===== config.mk =====
export PLATFORM = sky130hd
export DESIGN_NAME = hrcs_top
export DESIGN_NICKNAME = d
export VERILOG_FILES = /design/src/hrcs_pkg.sv /design/src/hrcs_top.sv
export SDC_FILE = /design/constraint.sdc
export NUM_CORES = 1
export LEC_CHECK = 0
export ABC_AREA = 1
export BUFFER_PORTS_ARGS = -buffer_cell sky130_fd_sc_hd__clkbuf_2
export CAP_MARGIN = 20
export CORE_MARGIN = 8
export CORE_UTILIZATION = 30
export CTS_BUF_LIST = sky130_fd_sc_hd__clkbuf_4
export DETAILED_ROUTE_END_ITERATION = 8
export PLACE_DENSITY_LB_ADDON = 0.05
export SLEW_MARGIN = 15
export SYNTH_ARGS = -nofsm -noshare
export SYNTH_HDL_FRONTEND = slang
export SYNTH_SLANG_ARGS = --single-unit
export TNS_END_PERCENT = 50

===== constraint.sdc =====
create_clock -name CLK_SYS_I -period 3.8 [get_ports CLK_SYS_I]
set_clock_uncertainty 0.05 [all_clocks]
set_input_delay 0.19 -clock CLK_SYS_I [delete_from_list [all_inputs] [get_ports CLK_SYS_I]]
set_output_delay 0.19 -clock CLK_SYS_I [all_outputs]
set_load 0.05 [all_outputs]

===== src/hrcs_pkg.sv =====
package hrcs_pkg;

   // ---------------------------------------------------------------
   // timing
   // ---------------------------------------------------------------
   localparam int unsigned CLK_PERIOD_NS      = 10;
   localparam int unsigned RECOVER_US         = 500;
   localparam int unsigned RECOVER_CYC        = RECOVER_US * 1000 / CLK_PERIOD_NS;
   localparam int unsigned INACTIVE_US        = 2;
   localparam int unsigned INACTIVE_CYC       = INACTIVE_US * 1000 / CLK_PERIOD_NS;
   localparam int unsigned ATTACH_MS          = 100;
   localparam int unsigned ATTACH_CYC         = ATTACH_MS * 100000;
   localparam int unsigned EE_CFG_US10        = 995;
   localparam int unsigned EE_CFG_CYC         = EE_CFG_US10 * 10000;
   localparam int unsigned BP_LOAD_CYC        = EE_CFG_US10 * 10000;
   localparam int unsigned REQ_MS             = 5;
   localparam int unsigned REQ_CYC            = REQ_MS * 100000;

   // ---------------------------------------------------------------
   // register map
   // ---------------------------------------------------------------
   localparam logic [7:0] ADDR_PORT_CFG       = 8'h00;
   localparam logic [7:0] ADDR_DEV_ADDR       = 8'h01;
   localparam logic [7:0] ADDR_SEQ_STAT       = 8'h02;
   localparam logic [7:0] ADDR_STAT_CMD       = 8'hff;
   localparam int unsigned CMD_ATTACH_BIT     = 0;
   localparam int unsigned CMD_RESET_BIT      = 1;
   localparam int unsigned CMD_PWDN_BIT       = 2;
   localparam logic [7:0] RST_VAL             = 8'h00;

   // ---------------------------------------------------------------
   // strap encoding and types
   // ---------------------------------------------------------------
   localparam logic [1:0] CFG_DEFAULT         = 2'b00;
   localparam logic [1:0] CFG_SMBUS           = 2'b01;

   typedef enum logic [1:0] {
      HRCS_SRC_STRAP,
      HRCS_SRC_EEPROM,
      HRCS_SRC_SMBUS
   } hrcs_src_t;

   typedef struct packed {
      logic [7:0] addr;
      logic [7:0] wdata;
      logic       wr;
      logic       rd;
   } hrcs_req_t;

   typedef struct packed {
      logic       bus_reset;
      logic       suspended;
      logic       req_start;
      logic       req_done;
   } hrcs_usb_t;

endpackage : hrcs_pkg


===== src/hrcs_top.sv =====
`timescale 1ns/1ps
`default_nettype none

// How it works
// - reset disables ports, drops downstream power
// - reset disables transceivers, pairs high-impedance
// - reset aborts transactions, keeps nothing
// - reset returns registers to zero
// - reset stops oscillator and PLL
// - operational 500 us later, straps pick source
// - both straps low uses defaults, strap options
// - strap mode: inactive outputs, attach within 100 ms
// - EEPROM mode: config within 99.5 ms, attach
// - after code load attach within 100 ms
// - self-powered no load limit, bus-powered 99.5 ms
// - control requests complete within 5 ms
// - bus reset zeroes address, unconfigures
// - bus reset drops power, flushes TT buffers
// - bus reset wakes a suspended hub
// - bus reset never forwarded downstream
// - START then STOP idles SMBus slave
// - undefined registers read zero, writes ignored
// - SMBus mode waits, attaches only after load
// - attach bit attaches, write-protects 00h-FEh
module hrcs_top
   import hrcs_pkg::*;
#(
   parameter int unsigned RECOVER_N  = RECOVER_CYC,
   parameter int unsigned ATTACH_N   = ATTACH_CYC,
   parameter int unsigned EE_CFG_N   = EE_CFG_CYC,
   parameter int unsigned BP_LOAD_N  = BP_LOAD_CYC,
   parameter int unsigned REQ_N      = REQ_CYC,
   parameter int unsigned PORTS      = 4
) (
   input  wire logic                 CLK_SYS_I,
   input  wire logic                 RST_I,
   input  wire logic                 CONFIG_STRAP_HI_I,
   input  wire logic                 CONFIG_STRAP_LO_I,
   input  wire logic [PORTS-1:0]     PORT_DISABLE_STRAP_I,
   input  wire logic                 BUS_POWERED_I,
   input  wire logic                 EE_DONE_I,
   input  wire logic                 SMB_START_I,
   input  wire logic                 SMB_STOP_I,
   input  wire logic                 SMB_BIT_I,
   input  wire hrcs_pkg::hrcs_req_t  REQ_I,
   input  wire hrcs_pkg::hrcs_usb_t  USB_I,
   output logic [7:0]                RDATA_O,
   output logic [PORTS-1:0]          DOWNSTREAM_POWER_ENABLE_O,
   output logic [PORTS-1:0]          PORT_ENABLE_O,
   output logic                      PHY_ENABLE_O,
   output logic                      OSC_ENABLE_O,
   output logic                      USB_ATTACH_O,
   output logic                      EE_START_O,
   output logic                      TT_FLUSH_O,
   output logic                      WAKE_O,
   output logic                      SMB_IDLE_O,
   output logic                      CFG_FAIL_O,
   output logic                      REQ_TIMEOUT_O
);
   import hrcs_pkg::*;

   // ---------------------------------------------------------------
   // sequencer state
   // ---------------------------------------------------------------
   typedef enum logic [2:0] {
      ST_RECOVER,
      ST_SELECT,
      ST_EE_LOAD,
      ST_SMB_LOAD,
      ST_ATTACH_WAIT,
      ST_ATTACHED
   } hrcs_state_t;

   hrcs_state_t     state_r;
   hrcs_src_t       src_r;
   logic [31:0]     cnt_r;
   logic [31:0]     req_cnt_r;
   logic            req_busy_r;
   logic            smb_start_seen_r;
   logic            configured_r;
   logic [7:0]      dev_addr_r;
   logic [7:0]      port_cfg_r;
   logic [7:0]      stat_cmd_r;
   logic            protect;
   logic [31:0]     attach_age_r;

   // write-protect everything below FFh once the attach bit is set
   assign protect = stat_cmd_r[CMD_ATTACH_BIT];

   function automatic logic defined_addr(input logic [7:0] a);
      defined_addr = (a == ADDR_PORT_CFG) || (a == ADDR_DEV_ADDR) ||
                     (a == ADDR_SEQ_STAT) || (a == ADDR_STAT_CMD);
   endfunction : defined_addr

   // ---------------------------------------------------------------
   // start-up sequencer
   // ---------------------------------------------------------------
   // all sequencing restarts from RST_I; counting begins at release
   always_ff @(posedge CLK_SYS_I or posedge RST_I) begin
      if (RST_I) begin
         state_r    <= ST_RECOVER;
         src_r      <= HRCS_SRC_STRAP;
         cnt_r      <= 32'h0000_0000;
         CFG_FAIL_O <= 1'b0;
         EE_START_O <= 1'b0;
      end else begin
         EE_START_O <= 1'b0;
         unique case (state_r)
            ST_RECOVER: begin
               // delay after oscillator restart
               if (cnt_r >= RECOVER_N - 1) begin
                  cnt_r   <= 32'h0000_0000;
                  state_r <= ST_SELECT;
               end else begin
                  cnt_r <= cnt_r + 32'h0000_0001;
               end
            end
            ST_SELECT: begin
               // straps are sampled once, after recovery
               if ({CONFIG_STRAP_HI_I, CONFIG_STRAP_LO_I} == CFG_DEFAULT) begin
                  src_r   <= HRCS_SRC_STRAP;
                  state_r <= ST_ATTACH_WAIT;
               end else if ({CONFIG_STRAP_HI_I, CONFIG_STRAP_LO_I} == CFG_SMBUS) begin
                  src_r   <= HRCS_SRC_SMBUS;
                  state_r <= ST_SMB_LOAD;
               end else begin
                  src_r      <= HRCS_SRC_EEPROM;
                  EE_START_O <= 1'b1;
                  state_r    <= ST_EE_LOAD;
               end
            end
            ST_EE_LOAD: begin
               if (EE_DONE_I) begin
                  cnt_r   <= 32'h0000_0000;
                  state_r <= ST_ATTACH_WAIT;
               end else if (cnt_r >= EE_CFG_N - 1) begin
                  CFG_FAIL_O <= 1'b1; // load overran; fall back to defaults
                  cnt_r      <= 32'h0000_0000;
                  state_r    <= ST_ATTACH_WAIT;
               end else begin
                  cnt_r <= cnt_r + 32'h0000_0001;
               end
            end
            ST_SMB_LOAD: begin
               // self-powered waits without limit
               if (protect) begin
                  cnt_r   <= 32'h0000_0000;
                  state_r <= ST_ATTACH_WAIT;
               end else if (BUS_POWERED_I && cnt_r >= BP_LOAD_N - 1) begin
                  CFG_FAIL_O <= 1'b1;
                  cnt_r      <= cnt_r;
               end else begin
                  cnt_r <= cnt_r + 32'h0000_0001;
               end
            end
            ST_ATTACH_WAIT: begin
               // ST_ATTACHED one cycle later, USB_ATTACH_O the cycle after, well inside the window
               state_r <= ST_ATTACHED;
            end
            ST_ATTACHED: begin
               state_r <= ST_ATTACHED;
            end
         endcase
      end
   end

   // ---------------------------------------------------------------
   // pin outputs
   // ---------------------------------------------------------------
   // everything inactive under reset; attach only at the end
   always_ff @(posedge CLK_SYS_I or posedge RST_I) begin
      if (RST_I) begin
         DOWNSTREAM_POWER_ENABLE_O <= '0;
         PORT_ENABLE_O             <= '0;
         PHY_ENABLE_O              <= 1'b0;
         OSC_ENABLE_O              <= 1'b0;
         USB_ATTACH_O              <= 1'b0;
         TT_FLUSH_O                <= 1'b0;
         WAKE_O                    <= 1'b0;
      end else begin
         OSC_ENABLE_O <= 1'b1;
         PHY_ENABLE_O <= (state_r == ST_ATTACHED);
         USB_ATTACH_O <= (state_r == ST_ATTACHED);
         TT_FLUSH_O   <= USB_I.bus_reset;
         WAKE_O       <= USB_I.bus_reset && USB_I.suspended;
         // bus reset only drops power; ports stay, nothing forwarded
         if (USB_I.bus_reset || !configured_r) begin
            DOWNSTREAM_POWER_ENABLE_O <= '0;
         end else begin
            DOWNSTREAM_POWER_ENABLE_O <= ~PORT_DISABLE_STRAP_I;
         end
         if (state_r == ST_ATTACHED) begin
            PORT_ENABLE_O <= ~(PORT_DISABLE_STRAP_I | port_cfg_r[PORTS-1:0]);
         end else begin
            PORT_ENABLE_O <= '0;
         end
      end
   end

   // ---------------------------------------------------------------
   // usb device state
   // ---------------------------------------------------------------
   always_ff @(posedge CLK_SYS_I or posedge RST_I) begin
      if (RST_I) begin
         dev_addr_r   <= RST_VAL;
         configured_r <= 1'b0;
      end else if (USB_I.bus_reset) begin
         dev_addr_r   <= RST_VAL;
         configured_r <= 1'b0;
      end else if (REQ_I.wr && REQ_I.addr == ADDR_DEV_ADDR && !protect) begin
         dev_addr_r   <= REQ_I.wdata;
         configured_r <= 1'b1;
      end
   end

   // ---------------------------------------------------------------
   // control request watchdog
   // ---------------------------------------------------------------
   always_ff @(posedge CLK_SYS_I or posedge RST_I) begin
      if (RST_I) begin
         req_busy_r    <= 1'b0;
         req_cnt_r     <= 32'h0000_0000;
         REQ_TIMEOUT_O <= 1'b0;
      end else if (USB_I.req_start) begin
         req_busy_r    <= 1'b1;
         req_cnt_r     <= 32'h0000_0000;
         // an old request timing out in this same cycle keeps its flag
         REQ_TIMEOUT_O <= req_busy_r && !USB_I.req_done && (req_cnt_r >= REQ_N - 1);
      end else if (req_busy_r) begin
         if (USB_I.req_done) begin
            req_busy_r <= 1'b0;
         end else if (req_cnt_r >= REQ_N - 1) begin
            req_busy_r    <= 1'b0;
            REQ_TIMEOUT_O <= 1'b1;
         end else begin
            req_cnt_r <= req_cnt_r + 32'h0000_0001;
         end
      end
   end

   // ---------------------------------------------------------------
   // smbus slave bus-reset detection
   // ---------------------------------------------------------------
   always_ff @(posedge CLK_SYS_I or posedge RST_I) begin
      if (RST_I) begin
         smb_start_seen_r <= 1'b0;
         SMB_IDLE_O       <= 1'b1;
      end else if (SMB_START_I) begin
         smb_start_seen_r <= 1'b1;
         SMB_IDLE_O       <= 1'b0;
      end else if (SMB_STOP_I) begin
         smb_start_seen_r <= 1'b0;
         SMB_IDLE_O       <= 1'b1;
      end else if (SMB_BIT_I) begin
         smb_start_seen_r <= 1'b0;
      end
   end

   // ---------------------------------------------------------------
   // configuration registers
   // ---------------------------------------------------------------
   always_ff @(posedge CLK_SYS_I or posedge RST_I) begin
      if (RST_I) begin
         port_cfg_r <= RST_VAL;
         stat_cmd_r <= RST_VAL;
      end else if (stat_cmd_r[CMD_RESET_BIT]) begin
         port_cfg_r <= RST_VAL;
         stat_cmd_r <= RST_VAL;
      end else if (REQ_I.wr) begin
         if (REQ_I.addr == ADDR_PORT_CFG && !protect) begin
            port_cfg_r <= REQ_I.wdata;
         end
         if (REQ_I.addr == ADDR_STAT_CMD) begin
            stat_cmd_r <= {5'h00, REQ_I.wdata[2:0]} | {7'h00, stat_cmd_r[CMD_ATTACH_BIT]};
         end
      end
   end

   // ---------------------------------------------------------------
   // read port
   // ---------------------------------------------------------------
   always_ff @(posedge CLK_SYS_I or posedge RST_I) begin
      if (RST_I) begin
         RDATA_O <= 8'h00;
      end else if (REQ_I.rd) begin
         if (!defined_addr(REQ_I.addr)) begin
            RDATA_O <= 8'h00;
         end else if (REQ_I.addr == ADDR_PORT_CFG) begin
            RDATA_O <= port_cfg_r;
         end else if (REQ_I.addr == ADDR_DEV_ADDR) begin
            RDATA_O <= dev_addr_r;
         end else if (REQ_I.addr == ADDR_SEQ_STAT) begin
            RDATA_O <= {2'b00, CFG_FAIL_O, configured_r, src_r, USB_ATTACH_O, smb_start_seen_r};
         end else begin
            RDATA_O <= stat_cmd_r;
         end
      end else begin
         RDATA_O <= 8'h00;
      end
   end

   // ---------------------------------------------------------------
   // attach deadline
   // ---------------------------------------------------------------
   // age of a finished configuration that has not attached yet
   always_ff @(posedge CLK_SYS_I or posedge RST_I) begin
      if (RST_I) begin
         attach_age_r <= 32'h0000_0000;
      end else if (state_r == ST_ATTACH_WAIT || (state_r == ST_ATTACHED && !USB_ATTACH_O)) begin
         attach_age_r <= attach_age_r + 32'h0000_0001;
      end else begin
         attach_age_r <= 32'h0000_0000;
      end
   end
endmodule : hrcs_top

`default_nettype wire


# == Word level (Yosys, flattened, before mapping) ==
# Index checks and enable logic that the tools add are counted.
# word_totals
register_bits,120
rom_bits,0
ramBits,0
inputBits,35
latchBits,0
memories,0
output_inout_bits,25
word_cells,142
# op_classes
n_addsub,2
n_eq_ne,19
mux,57
magnitude_cmp,3
mul,0
shift,0
n_bitwise,4
n_reduce_logical,35
div,0
# op_table
op,count
32-bit two-way mux,9
8-bit two-way mux,13
32-bit case mux with 3 select lines,1
"32-bit by 1-bit adder with 32-bit output, second input constant",2
"32-bit by 16-bit greater-or-equal comparator with 1-bit output, second input constant",1
"32-bit by 19-bit greater-or-equal comparator with 1-bit output, second input constant",1
"32-bit by 24-bit greater-or-equal comparator with 1-bit output, second input constant",1
1-bit two-way mux,23
2-bit nonzero test,8
3-bit two-way mux,5
3-bit case mux with 5 select lines,1
"2-bit != test, second input constant",7
3-bit AND reduction,3
"8-bit by 1-bit == test with 1-bit output, second input constant",1
"8-bit by 2-bit == test with 1-bit output, second input constant",1
"8-bit == test, second input constant",1
8-bit logical NOT,1
4-bit two-way mux,2
4-bit NOT,2
1-bit logical AND,7
"3-bit by 2-bit == test with 1-bit output, second input constant",2
"3-bit == test, second input constant",2
"3-bit != test, second input constant",2
2-bit AND reduction,3
14 further kinds,21

# == Depth between registers and ports, before layout ==
# depth
depth_word,6
ltp_mapped,14
depth_no_buf,13

# == Worst setup path before layout ==
# Ideal clock, no wire load.
# synth_timing
path_type,register to register
startpoint,reg req_cnt_r[0]
endpoint,reg req_cnt_r[3]
path_buffers,2
synth_period_minus_slack_ns,1.834
setup_ns,0.117
arrival_ns,1.667
path_stages_with_launch,14
slack_ns,1.966
t_required_ns,3.633
cell_sequence,dfrtp_1 ha_1 nand2_1 inv_1 nand2_1 nand2_1 nand2_1 a21oi_1 o21ai_1 nand4_1 buf_4 buf_4 nand3_1 nand2_1
# synth_between
elab_chain_cells,5
word_cells_on_any_way,8
cone_classes,add/sub: 1; order compare: 1; eq/ne: 1; mux: 4; reduce/logical: 1
# synth_lines
item,line_no,text
start: declaration,hrcs_top.sv:77,logic [31:0] req_cnt_r;
start signal: assignment,hrcs_top.sv:236,req_cnt_r <= req_cnt_r + 32'h0000_0001;
32-bit by 1-bit adder with 32-bit output,hrcs_top.sv:236,
32-bit two-way mux,hrcs_top.sv:232,end else if (req_cnt_r >= REQ_N - 1) begin
32-bit two-way mux,hrcs_top.sv:230,if (USB_I.req_done) begin
32-bit two-way mux,hrcs_top.sv:229,end else if (req_busy_r) begin
32-bit two-way mux,hrcs_top.sv:224,end else if (USB_I.req_start) begin
# Several ways; a longest one is shown, not always the timed one. The select of a mux whose other input is x is not followed.
# A chain may end at the register's enable or synchronous reset.

# == Worst setup path after layout ==
# layout_timing
startpoint,reg req_cnt_r[0]
endpoint,reg req_cnt_r[9]
# The elaborated chain is that of the path after synthesis.

==> flow_summary_export.csv <==
group,metric,value,unit
timing,setup_violations,0,
drt,routedWlPerCell,14.7,um
global_routing,grt_pass1_wl,31500,um
cts,cts.clk_slew.worst_paths,0.14,ns
drt,firstDrtPassIters,5,
place,gp_congestion,0.833,
place,portBuffers,59,
synthesis,ys_ff_latch,115,
critical_path,path_cells,"ha_1 -> nand2_1 -> inv_1 -> nand2_1 -> nand2_1 -> nand2_1 -> a21oi_1 -> o21ai_1 -> nand4_1 -> buf_4 -> nand2_1 -> nand2_1 -> nand2_1",
layout,fillers,2340,
synthesis,yosys_warnings,0,
synthesis,async_flop_share,100,%
drt,ant_nets,0,
synthesis,ys_types,45,
timing,period_minus_slack,2.62,ns
layout,drive_gt1_share,12.3,%
synthesis,synth_edf_count,0,
layout,final_area,7650,um^2
run,maxCapViolCount,0,
global_routing,grtUsageTotal,14.7,%
critical_path,endpoint_kind,"flop",
synthesis,synth_nets,945,
timing,maxSlewViolCount,0,
global_routing,grt_max_degree,62,
timing,post-route-period-util,68.9,%
timing,final_hold_viol_count,0,
min_path,hp-class,"primary input to flop",
cts,cts_tree,"built",
synthesis,yosysTopAreaCellShare,43.5,%
layout,stdcell_count,1291,
synthesis,netlist_area,6550,um^2
place,dp.cells,1229,
layout,regArea,2880,um^2
synthesis,syn_area_per_cell,7.22,um^2
critical_path,crit_buf_inv,2,
run_status,status,"complete, no violations",
critical_path,crit_top_cell,"nand2_1",
drt,routed_wl,19000,um
drt,vias,5995,
timing,worstMarginPinSlew,0.851,ns
die,core.rowCount,54,
timing,final.setup.tns,0,ns
cts,cts_buffers,17,
drt,drtIter0Drc,369,
place,place_area,7090,um^2
critical_path,critPathKind,"flop to flop",
timing,rsz0062_at_grt,"no",
timing,fmax,382,MHz
synthesis,syn_inst,908,
global_routing,grt_pass1_vias,5953,
die,die_width,164,um
layout,fin_util,35.4,%
drt,vias_per_cell,4.64,
critical_path,crit_family,"simple AND/OR/NAND/NOR gates",
cts,cts.sinks,115,
power_and_ir_drop,ir_drop,0.000150,V
synthesis,yosys.area.top_type,"dfrtp_1",
synthesis,synthFlopType,"dfrtp_1",
global_routing,gr-total-overflow,0,
drt,drc_errors,0,
critical_path,crit_path_max_incr_delay,0.65,ns
cts,clk_latency,0.55,ns
synthesis,ys_top_cells_by_area,"dfrtp_1, nand2_1, nand3_1, nor2_1, inv_1",
die,ios,60,
die,coreArea,21600,um^2
timing,slew_headroom,43.1,%
place,dpl.hpwl,13900,um
synthesis,seq_area_frac_synth,43.9,%
critical_path,slowest_stage,"nand2_1",
cts,cts_htree_levels,4,
critical_path,startpoint_type,"flop",
die,initial_utilization,30.3,%
layout,fin_nets,1034,
critical_path,required,4.22,ns
power_and_ir_drop,p_per_area,301,nW/um^2
power_and_ir_drop,finalPower,2.31,mW
critical_path,cp_max_fo,25,
die,die_area,26800,um^2
power_and_ir_drop,leakagePower,3.77,nW
layout,area_delta_synth_final,16.8,%
layout,multi_input_area,3080,um^2
cts,cts_resized,0,
cts,cts_root_buf,"clkbuf_4",
global_routing,grt_antenna_before_repair,1,
critical_path,arrival,3.04,ns
die,fp.dieH,164,um
cts,cts_buffer_depth,2,
==> synth_stat cells, types with 2 or more instances <==
cell      count
buf_2         5
nand2_2       4
a31oi_1       4
nand3b_1      5
nor4_1        7
a21o_1        2
inv_2         7
a21oi_1       6
o22ai_1       4
o211ai_1      5
nand4_1      28
nor2_1      121
buf_6         3
nand3_1      97
a221oi_1      2
or2_2         3
nor3_1       26
nand2_1     256
nor3_2        3
o21ai_0      25
buf_4         6
nor2_2        2
ha_1          2
a21oi_2       2
dfrtp_1     114
clkbuf_1      7
xnor2_1       3
xor2_1       25
o21ai_1      11
inv_1       108
==> layer usage <==
layer  track usage, %  share of wire (%)  vias up
li1                 -                  -     3097
met1             20.8                 52     2790
met5                0                  0        -
met4             3.18               0.67        0
met2             22.8                 45       97
met3             2.98                3.0       11
==> where the power goes <==
group / total (mW) / switching (mW) / internal (mW)
Sequential: 1.24 / 0.00800 / 1.23
Clock: 0.921 / 0.581 / 0.340
Combinational: 0.144 / 0.0962 / 0.0477
Total: 2.31 / 0.685 / 1.62
==> cell usage in the layout (no fill, tap or decap), types with 25 or more instances in the layout <==
cell type	Yosys	routed
o21ai_0	25	25
xor2_1	25	25
inv_1	108	107
nand2_1	256	256
dlygate4sd3_1	0	29
nand4_1	28	28
dfrtp_1	114	114
nand3_1	97	97
nor3_1	26	26
nor2_1	121	121
clkbuf_2	0	59
==> tightest hold or removal path, delay by kind of cell <==
family / cells / cell delay (ns)
and+or+nand+nor: 3 / 0.27
buffers and inverters: 2 / 0.13
==> area by class of cell <==
type,count,area share [%]
multi-input combinational,653,40.3
inverter,117,5.80
clock buffer,17,1.67
antenna,1,0.0327
timing repair buffer,93,8.14
clock inverter,15,1.91
sequential,115,37.6
tap,280,4.58
==> worst paths after layout <==
check                                          startpoint                         end  slack (ns)  depth (start not counted)
worst min-delay path                            REQ_I[16]     stat_cmd_r[1]$_DFF_PP0_        0.04                          5
worst max-delay path             req_cnt_r[0]$_DFFE_PP0P_    req_cnt_r[9]$_DFFE_PP0P_        1.18                         13
max in group asynchronous                           RST_I        cnt_r[2]$_DFFE_PP0P_        2.63                          4
worst min register to register  port_cfg_r[0]$_DFFE_PP0P_  PORT_ENABLE_O[0]$_DFF_PP0_        0.44                          1
min in group asynchronous                           RST_I   req_cnt_r[22]$_DFFE_PP0P_        0.27                          3
worst max register to register   req_cnt_r[0]$_DFFE_PP0P_    req_cnt_r[9]$_DFFE_PP0P_        1.18                         13
==> flip-flops by register name (all words and copies together) (netlist names), 2 cells and up <==
signal / count
cnt_r: 32
req_cnt_r: 32
RDATA_O: 8
dev_addr_r: 8
port_cfg_r: 8
DOWNSTREAM_POWER_ENABLE_O: 4
PORT_ENABLE_O: 4
stat_cmd_r: 3
state_r: 3
src_r: 2
==> per-stage QoR <==
step           setup slack [ns]  hold WS [ns]
6_report                   1.18        0.0416
5_1_grt                   0.876        0.0523
4_1_cts                    1.13       0.00764
3_5_place_dp               1.21         0.288
3_3_place_gp               1.22         0.287
2_1_floorplan             0.518         0.171
==> kinds of logic after synthesis <==
logic type,Yosys count,synth area share [%]
and+or+nand+nor,559,37.3
buffers and inverters,140,9.01
DFF,115,43.9
AOI/OAI and AO/OA,63,5.58
xor gates and xnor gates,28,3.74
adders and majority gates,2,0.382
other,1,0.0572
==> what timing repair did <==
| item | 4_1_cts | 5_1_grt |
|---|---|---|
| endpoints found under the hold margin | 103 | 0 |
| buffers inserted | 0 | 0 |
| hold buffers | 29 | 0 |
Power figures use the tool's default switching activity.
